==> config.mk <==
export PLATFORM = sky130hd
export DESIGN_NAME = capture_unit_mode_control
export DESIGN_NICKNAME = d
export VERILOG_FILES = /design/src/logic/capture_unit_pkg.sv /design/src/logic/capture_unit_mode_control.sv /design/src/logic/pin_sync.sv
export VERILOG_INCLUDE_DIRS = /design/src /design/src/logic
export SDC_FILE = /design/constraint.sdc
export NUM_CORES = 1
export LEC_CHECK = 0
export ABC_AREA = 1
export CORE_MARGIN = 3
export CORE_UTILIZATION = 40
export CTS_CLUSTER_DIAMETER = 40
export DETAILED_ROUTE_END_ITERATION = 10
export DONT_BUFFER_PORTS = 1
export PLACE_DENSITY_LB_ADDON = 0.3
export SYNTH_ARGS = -nofsm -noshare
export SYNTH_HDL_FRONTEND = slang
export SYNTH_HIERARCHICAL = 1
export SYNTH_SLANG_ARGS = --single-unit
==> constraint.sdc <==
create_clock -name pclk -period 1.8 [get_ports pclk]
set_input_delay 0.09 -clock pclk [delete_from_list [all_inputs] [get_ports pclk]]
set_output_delay 0.09 -clock pclk [all_outputs]
set_load 0.01 [all_outputs]
==> src/logic/capture_unit_cfg.svh <==
// register offsets, field positions, reset values and mode codes
`ifndef CAPTURE_UNIT_CFG_SVH
`define CAPTURE_UNIT_CFG_SVH
`define OFS_CONTROL      12'h000
`define OFS_CAPT_LOW     12'h004
`define OFS_CAPT_HIGH    12'h008
`define OFS_DUTY_HIGH    12'h00c
`define OFS_COMPARE      12'h010
`define OFS_IRQ_STATUS   12'h014
`define OFS_IRQ_MASK     12'h018
`define OFS_PIN_DIR      12'h01c
`define CONTROL_RESET    8'h00
`define CONTROL_WMASK    8'h3f
`define IRQ_CAPTURE_BIT  0
`define IRQ_COMPARE_BIT  1
`define IRQ_WIDTH        2
`define MODE_OFF         4'h0
`define MODE_CAPT_FALL   4'h4
`define MODE_CAPT_RISE   4'h5
`define MODE_CAPT_RISE4  4'h6
`define MODE_CAPT_RISE16 4'h7
`define MODE_CMP_SET     4'h8
`define MODE_CMP_CLEAR   4'h9
`define MODE_CMP_SOFT    4'ha
`define MODE_CMP_SPECIAL 4'hb
`define PRESCALE_4_LAST  4'h3
`define PRESCALE_16_LAST 4'hf
`endif

==> src/logic/capture_unit_pkg.sv <==
// types shared by the capture unit files
package capture_unit_pkg;
  typedef struct packed {
    logic [1:0] duty_low_bits;
    logic [3:0] unit_mode_select;
  } control_s;
  typedef struct packed {
    logic        set_flag;
    logic        clear_timer;
    logic        start_conversion;
  } compare_action_s;
  typedef enum logic [1:0] {
    KIND_OFF     = 2'b00,
    KIND_CAPTURE = 2'b01,
    KIND_COMPARE = 2'b10,
    KIND_PWM     = 2'b11
  } mode_kind_e;
endpackage

==> src/logic/capture_unit_mode_control.sv <==
// capture unit: mode control, capture path, compare outline, apb slave
`timescale 1ns/1ns
`default_nettype none
`include "capture_unit_cfg.svh"
// Operation
// - mode 0000 turns the unit off and clears only the prescale counter and output latch
// - 0101 captures every rising edge, 0100 every falling edge
// - 0110 captures every fourth rising edge, 0111 every sixteenth
// - a capture copies all sixteen timer bits into the value pair
// - every capture sets the capture interrupt flag
// - a new capture overwrites an unread stored value
// - pin should be input; driven output level changes can capture
// - changing capture mode may raise a spurious flag
// - prescale counter clears when off, not capturing, or reset
// - switching prescale settings directly keeps the counter
// - mode 1010 flags a timer match and leaves the pin alone
// - mode 1011 flags, clears timer, starts conversion, pin untouched
module capture_unit_mode_control (
  input  wire logic        pclk,
  input  wire logic        presetn,
  input  wire logic        psel,
  input  wire logic        penable,
  input  wire logic        pwrite,
  input  wire logic [11:0] paddr,
  input  wire logic [31:0] pwdata,
  output var  logic [31:0] prdata,
  output var  logic        pready,
  output var  logic        pslverr,
  input  wire logic [15:0] sixteen_bit_timer,
  input  wire logic        conversion_enabled,
  input  wire logic        unit_event_pin_in,
  output var  logic        unit_event_pin_out,
  output var  logic        unit_event_pin_oe_n,
  input  wire logic        port_latch_out,
  output var  logic        timer_clear,
  output var  logic        conversion_start,
  output var  capture_unit_pkg::control_s control_out,
  output var  logic        irq
);
  import capture_unit_pkg::*;

  logic [7:0]            control_reg;
  logic [15:0]           capture_value_reg;
  logic [7:0]            duty_high_byte_reg;
  logic [15:0]           compare_value_reg;
  logic [`IRQ_WIDTH-1:0] irq_status_reg;
  logic [`IRQ_WIDTH-1:0] irq_mask_reg;
  logic                  pin_direction_bit_reg;
  logic                  compare_latch_reg;
  logic [3:0]            prescale_reg;
  logic [3:0]            prescale_next;
  logic                  pin_prev_reg;
  logic                  pin_level;
  logic                  pin_seen;
  logic [3:0]            mode;
  mode_kind_e            kind;
  logic                  rise_edge;
  logic                  fall_edge;
  logic                  capture_event;
  logic                  match;
  logic                  match_prev_reg;
  logic                  match_edge;
  compare_action_s       action;
  logic                  wr_en;
  logic                  rd_en;
  logic                  addr_ok;
  logic [`IRQ_WIDTH-1:0] irq_set;

  assign mode = control_reg[3:0];
  assign wr_en = psel && penable && pwrite;
  assign rd_en = psel && penable && !pwrite;
  // no wait states: every access completes in its first access cycle
  assign pready = 1'b1;

  always_comb begin
    case (paddr)
      `OFS_CONTROL, `OFS_CAPT_LOW, `OFS_CAPT_HIGH, `OFS_DUTY_HIGH,
      `OFS_COMPARE, `OFS_IRQ_STATUS, `OFS_IRQ_MASK,
      `OFS_PIN_DIR: addr_ok = 1'b1;
      default:      addr_ok = 1'b0;
    endcase
  end
  assign pslverr = psel && penable && !addr_ok;

  always_comb begin
    case (mode[3:2])
      2'b00:   kind = (mode == `MODE_OFF) ? KIND_OFF : KIND_OFF;
      2'b01:   kind = KIND_CAPTURE;
      2'b10:   kind = KIND_COMPARE;
      2'b11:   kind = KIND_PWM;
      default: kind = KIND_OFF;
    endcase
  end

  // when the pin direction bit selects output, the port latch level is what is seen
  assign pin_seen = pin_direction_bit_reg ? pin_level : port_latch_out;

  pin_sync u_pin_sync (
    .pclk      (pclk),
    .presetn   (presetn),
    .pin_in    (unit_event_pin_in),
    .level_out (pin_level)
  );

  // previous level tracked in every mode, so a mode change cannot see an
  // old edge and raise a false flag
  always_ff @(posedge pclk or negedge presetn) begin
    if (!presetn) begin
      pin_prev_reg <= 1'b0;
    end else begin
      pin_prev_reg <= pin_seen;
    end
  end

  assign rise_edge = pin_seen && !pin_prev_reg;
  assign fall_edge = !pin_seen && pin_prev_reg;

  always_comb begin
    prescale_next = prescale_reg;
    capture_event = 1'b0;
    case (mode)
      `MODE_CAPT_FALL: capture_event = fall_edge;
      `MODE_CAPT_RISE: capture_event = rise_edge;
      `MODE_CAPT_RISE4: begin
        if (rise_edge) begin
          capture_event = (prescale_reg[1:0] == 2'(`PRESCALE_4_LAST));
          prescale_next = prescale_reg + 4'h1;
        end
      end
      `MODE_CAPT_RISE16: begin
        if (rise_edge) begin
          capture_event = (prescale_reg == `PRESCALE_16_LAST);
          prescale_next = prescale_reg + 4'h1;
        end
      end
      default: prescale_next = prescale_reg;
    endcase
    if (kind != KIND_CAPTURE) begin
      prescale_next = 4'h0;
    end
  end

  // counter is kept across prescale switches, hence false events
  always_ff @(posedge pclk or negedge presetn) begin
    if (!presetn) begin
      prescale_reg <= 4'h0;
    end else begin
      prescale_reg <= prescale_next;
    end
  end

  always_ff @(posedge pclk or negedge presetn) begin
    if (!presetn) begin
      capture_value_reg <= 16'h0000;
    end else if (capture_event) begin
      capture_value_reg <= sixteen_bit_timer;
    end else if (wr_en && paddr == `OFS_CAPT_LOW && kind != KIND_PWM) begin
      capture_value_reg[7:0] <= pwdata[7:0];
    end else if (wr_en && paddr == `OFS_CAPT_HIGH && kind != KIND_PWM) begin
      capture_value_reg[15:8] <= pwdata[7:0];
    end
  end

  assign match = (kind == KIND_COMPARE) &&
                 (sixteen_bit_timer == compare_value_reg);
  assign match_edge = match && !match_prev_reg;

  always_ff @(posedge pclk or negedge presetn) begin
    if (!presetn) begin
      match_prev_reg <= 1'b0;
    end else begin
      match_prev_reg <= match;
    end
  end

  always_comb begin
    action = '0;
    case (mode)
      `MODE_CMP_SET, `MODE_CMP_CLEAR: action.set_flag = match_edge;
      `MODE_CMP_SOFT:  action.set_flag = match_edge;
      `MODE_CMP_SPECIAL: begin
        action.set_flag         = match_edge;
        action.clear_timer      = match_edge;
        action.start_conversion = match_edge && conversion_enabled;
      end
      default: action = '0;
    endcase
  end

  always_ff @(posedge pclk or negedge presetn) begin
    if (!presetn) begin
      timer_clear      <= 1'b0;
      conversion_start <= 1'b0;
    end else begin
      timer_clear      <= action.clear_timer;
      conversion_start <= action.start_conversion;
    end
  end

  // output latch falls back low whenever the unit is off
  always_ff @(posedge pclk or negedge presetn) begin
    if (!presetn) begin
      compare_latch_reg <= 1'b0;
    end else if (kind == KIND_OFF) begin
      compare_latch_reg <= 1'b0;
    end else if (match_edge && mode == `MODE_CMP_SET) begin
      compare_latch_reg <= 1'b1;
    end else if (match_edge && mode == `MODE_CMP_CLEAR) begin
      compare_latch_reg <= 1'b0;
    end
  end

  // pin driven only in set/clear compare; soft and special leave it
  always_ff @(posedge pclk or negedge presetn) begin
    if (!presetn) begin
      unit_event_pin_out  <= 1'b0;
      unit_event_pin_oe_n <= 1'b1;
    end else begin
      unit_event_pin_out  <= compare_latch_reg;
      unit_event_pin_oe_n <= !(mode == `MODE_CMP_SET ||
                               mode == `MODE_CMP_CLEAR) ||
                             pin_direction_bit_reg;
    end
  end

  assign irq_set[`IRQ_CAPTURE_BIT] = capture_event;
  assign irq_set[`IRQ_COMPARE_BIT] = action.set_flag;

  // set beats a same-cycle software clear; hardware never clears
  always_ff @(posedge pclk or negedge presetn) begin
    if (!presetn) begin
      irq_status_reg <= '0;
    end else begin
      irq_status_reg <= irq_set |
        (irq_status_reg & ~((wr_en && paddr == `OFS_IRQ_STATUS) ?
          pwdata[`IRQ_WIDTH-1:0] : '0));
    end
  end

  // masking only gates the output; sticky status bits stay readable
  assign irq = |(irq_status_reg & irq_mask_reg);

  always_ff @(posedge pclk or negedge presetn) begin
    if (!presetn) begin
      control_reg <= `CONTROL_RESET;
    end else if (wr_en && paddr == `OFS_CONTROL) begin
      control_reg <= pwdata[7:0] & `CONTROL_WMASK;
    end
  end

  always_ff @(posedge pclk or negedge presetn) begin
    if (!presetn) begin
      duty_high_byte_reg    <= 8'h00;
      compare_value_reg     <= 16'h0000;
      irq_mask_reg          <= '0;
      pin_direction_bit_reg <= 1'b1;
    end else if (wr_en) begin
      case (paddr)
        `OFS_DUTY_HIGH: duty_high_byte_reg <= pwdata[7:0];
        `OFS_COMPARE:   compare_value_reg <= pwdata[15:0];
        `OFS_IRQ_MASK:  irq_mask_reg <= pwdata[`IRQ_WIDTH-1:0];
        `OFS_PIN_DIR:   pin_direction_bit_reg <= pwdata[0];
        default:        irq_mask_reg <= irq_mask_reg;
      endcase
    end
  end

  always_ff @(posedge pclk or negedge presetn) begin
    if (!presetn) begin
      control_out <= '0;
    end else begin
      control_out.duty_low_bits    <= control_reg[5:4];
      control_out.unit_mode_select <= control_reg[3:0];
    end
  end

  always_comb begin
    prdata = 32'h0000_0000;
    if (rd_en) begin
      case (paddr)
        `OFS_CONTROL:    prdata = {24'h000000, control_reg};
        `OFS_CAPT_LOW:   prdata = {24'h000000, capture_value_reg[7:0]};
        `OFS_CAPT_HIGH:  prdata = {24'h000000, capture_value_reg[15:8]};
        `OFS_DUTY_HIGH:  prdata = {24'h000000, duty_high_byte_reg};
        `OFS_COMPARE:    prdata = {16'h0000, compare_value_reg};
        `OFS_IRQ_STATUS: prdata = {30'h0, irq_status_reg};
        `OFS_IRQ_MASK:   prdata = {30'h0, irq_mask_reg};
        `OFS_PIN_DIR:    prdata = {31'h0, pin_direction_bit_reg};
        default:         prdata = 32'h0000_0000;
      endcase
    end
  end
endmodule
`default_nettype wire

==> src/logic/pin_sync.sv <==
// three-stage synchroniser with agreement filter for the event pin
`timescale 1ns/1ns
`default_nettype none
module pin_sync (
  input  wire logic pclk,
  input  wire logic presetn,
  input  wire logic pin_in,
  output var  logic level_out
);
  logic stage1_reg;
  logic stage2_reg;
  logic stage3_reg;

  always_ff @(posedge pclk or negedge presetn) begin
    if (!presetn) begin
      stage1_reg <= 1'b0;
      stage2_reg <= 1'b0;
      stage3_reg <= 1'b0;
    end else begin
      stage1_reg <= pin_in;
      stage2_reg <= stage1_reg;
      stage3_reg <= stage2_reg;
    end
  end

  // level only moves once stages two and three agree
  always_ff @(posedge pclk or negedge presetn) begin
    if (!presetn) begin
      level_out <= 1'b0;
    end else if (stage2_reg == stage3_reg) begin
      level_out <= stage3_reg;
    end
  end
endmodule
`default_nettype wire

==> impl_metrics.json <==
{
  "layout-drive-gt1-share_pct": 14.1,
  "grt_use_total_pct": 19.7,
  "die_h_um": 110,
  "fmax_mhz": 605,
  "hold_depth": 3,
  "ys_seq_area_share_pct": 41.6,
  "cp.required_ns": 2.03,
  "clk_transition_reported_paths_ns": 0.08,
  "hpwlAfterDp_mm": 8.42,
  "design_area_sq_um": 4960,
  "synth-seq-cells": 72,
  "fin_nets": 660,
  "async_flop_share_pct": 100,
  "rsz0062_at_grt": "no",
  "finalWirelength_mm": 11.5,
  "num_antenna_cells": 0,
  "synth.most_common_cell": "nand2_1",
  "vias": 3652,
  "drt_iter0_drc": 170,
  "area_growth_pct": 14.3,
  "synth.area.top_cells": "dfrtp_1 (40%), nand2_1 (12%), nand3_1 (7.5%), nor2_1 (5.7%), inv_1 (5.2%)",
  "avgSynthCellArea_sq_um": 7.91,
  "r2r_setup_slack_ns": 0.15,
  "synth_top_area_share_pct": 40.4,
  "numCtsBuffers": 9,
  "worstSetupEndpointType": "flip-flop",
  "initial_core_util_pct": 41.6,
  "peakVddDrop_uv": 412,
  "fin_crit_ns": 1.65,
  "ys.flop_type": "dfrtp_1",
  "grt_util_met3_pct": 3.79,
  "placed_area_sq_um": 4360,
  "ys_types": 39,
  "grt_pass1_wl_mm": 18.3,
  "hp-class": "in -> reg",
  "cts_max_path_buffers": 2,
  "antenna_left": 0,
  "crit-reg2reg-launch": "pin_direction_bit_reg$_DFFE_PN1P_",
  "outcome": "completed",
  "cts_max_level": 3,
  "finalSetupTns_ns": 0,
  "grt_pass1_vias": 3609,
  "fin_crit_sh_pct": 91.9,
  "cts_tree": "built",
  "port_buffers": 0,
  "synth_edf_count": 0,
  "final_max_slew_viol_count": 0,
  "met2_usage_pct": 33.2,
  "met1_usage_pct": 26.1,
  "die_area_sq_um": 12100,
  "grt_remaining_overflow": 0,
  "setup_viol": 0,
  "rr_worst_depth": 7,
  "die_x_um": 110,
  "cts_setup_buffers": 0,
  "clock-sinks": 72,
  "drc": 0,
  "r2r-end": "capture_value_reg[10]$_DFFE_PN0P_",
  "io-pin-count": 113,
  "worstSetupPathType": "reg -> reg",
  "synth_warnings": 6,
  "arrival_ns": 1.89,
  "antenna_found_initial": 0,
  "grt_busiest_layer": "met2",
  "hold_start": "psel",
  "gp_congestion": 0.843,
  "via_per_inst": 5.00,
  "clock_latency_ns": 0.35,
  "synth_common_cells": "nand2_1 (137), dfrtp_1 (70), nor2_1 (66)",
  "worstPathMaxFanout": 40,
  "rows": 37,
  "powerDensity_nw_per_um2": 642,
  "wl_per_cell_um": 15.7,
  "fp.coreArea_sq_um": 10400,
  "drt_first_pass_iters": 4,
  "fin_skew_ns": 0.0102,
  "worstSetupStartpointType": "flip-flop",
  "synth_area_sq_um": 4330,
  "setup_ws_ns": 0.146,
  "place_ws_ns": 0.0559,
  "p_leak_nw": 2.49,
  "grt_max_degree": 73,
  "cap_violations": 0,
  "synth_cells": 548,
  "cts-root-buf": "clkbuf_8",
  "min_delay_worst_endpoint": "pin_direction_bit_reg$_DFFE_PN1P_",
  "synth_area_leader_cell": "dfrtp_1",
  "hold_viol": 0
}
report_power, final:
group | internal [mW] | switching (mW)
clock network | 0.664 | 0.607
logic | 0.103 | 0.174
registers | 1.63 | 0.00681
total | 2.39 | 0.788
critical path, cell delays in order, from the launching register on:
cell and delay, ns:
dfstp_2 0.55, o21ai_1 0.11, nor2_1 0.18, nand2_2 0.09, nand2_4 0.15, nand2_8 0.18, nand3_1 0.19, o211ai_2 0.09
repair_timing:
action | CTS | global route
setup endpoints to repair | 0 | 17
gates resized for setup | 0 | 1
hold buffers | 38 | 0
endpoints found under the hold margin | 117 | 0
layout make-up:
class	count	area, sq um
Tap cell	136	170
Timing Repair Buffer	45	450
Multi-Input combinational cell	396	2090
Clock inverter	3	43.8
Sequential cell	72	1800
Inverter	67	259
Clock buffer	11	141
Fill cell	1022	5460
worst max-delay path by stage:
stage                                        end                         startpoint  slack (ns)  cells past startpoint
6_report       capture_value_reg[10]$_DFFE_PN0P_  pin_direction_bit_reg$_DFFE_PN1P_        0.15                      7
5_1_grt        capture_value_reg[14]$_DFFE_PN0P_  pin_direction_bit_reg$_DFFE_PN1P_        0.03                      7
4_1_cts        capture_value_reg[12]$_DFFE_PN0P_  pin_direction_bit_reg$_DFFE_PN1P_        0.05                      7
3_5_place_dp   capture_value_reg[10]$_DFFE_PN0P_  pin_direction_bit_reg$_DFFE_PN1P_        0.06                      7
3_3_place_gp   capture_value_reg[12]$_DFFE_PN0P_  pin_direction_bit_reg$_DFFE_PN1P_        0.09                      7
2_1_floorplan  capture_value_reg[10]$_DFFE_PN0P_  pin_direction_bit_reg$_DFFE_PN1P_        0.35                      8
per-layer routing:
| metal | share of wire [%] | vias up |
|---|---|---|
| met3 | 5.7 | 9 |
| met4 | 0.86 | 0 |
| met1 | 45 | 1722 |
| li1 | - | 1808 |
| met5 | 0 | - |
| met2 | 49 | 113 |
stage by stage:
step / total power, mW / utilization, % / hold slack [ns] / instances
floorplan: 1.83 / - / -0.206 / 563
global placement: 1.83 / 41.9 / -0.203 / 678
detailed placement: 1.83 / 41.9 / -0.203 / 678
CTS: 3.21 / 47.5 / 0.00394 / 730
global route: 3.30 / 47.6 / 0.0265 / 730
finish: 3.18 / 47.6 / 0.0107 / 730
cell families after synthesis:
family / count (synthesis) / share of synthesized area [%]
AND/OR/NAND/NOR: 308 / 33.7
buffers and inverters: 95 / 11.7
flip-flops: 72 / 41.6
AO/OA/AOI/OAI: 63 / 11.1
XOR/XNOR: 6 / 1.21
other: 2 / 0.173
adder cells (fa/ha/maj): 1 / 0.289
multiplexers: 1 / 0.231
placed cells by master, fill, tap and decap left out, types with 5 or more instances in the layout:
| cell type | n |
|---|---|
| nand2_1 | 137 |
| dfrtp_1 | 70 |
| nor2_1 | 66 |
| nand3_1 | 65 |
| inv_1 | 60 |
| dlygate4sd3_1 | 37 |
| o21ai_2 | 22 |
| conb_1 | 17 |
| o211ai_1 | 10 |
| o21ai_0 | 10 |
| clkbuf_8 | 10 |
| nand2_4 | 8 |
| a21oi_1 | 7 |
| nand4_1 | 7 |
| buf_4 | 7 |
| nor3_1 | 6 |
| xnor2_1 | 6 |
| o211ai_2 | 5 |
No activity file was read; power rests on OpenSTA's default activity.
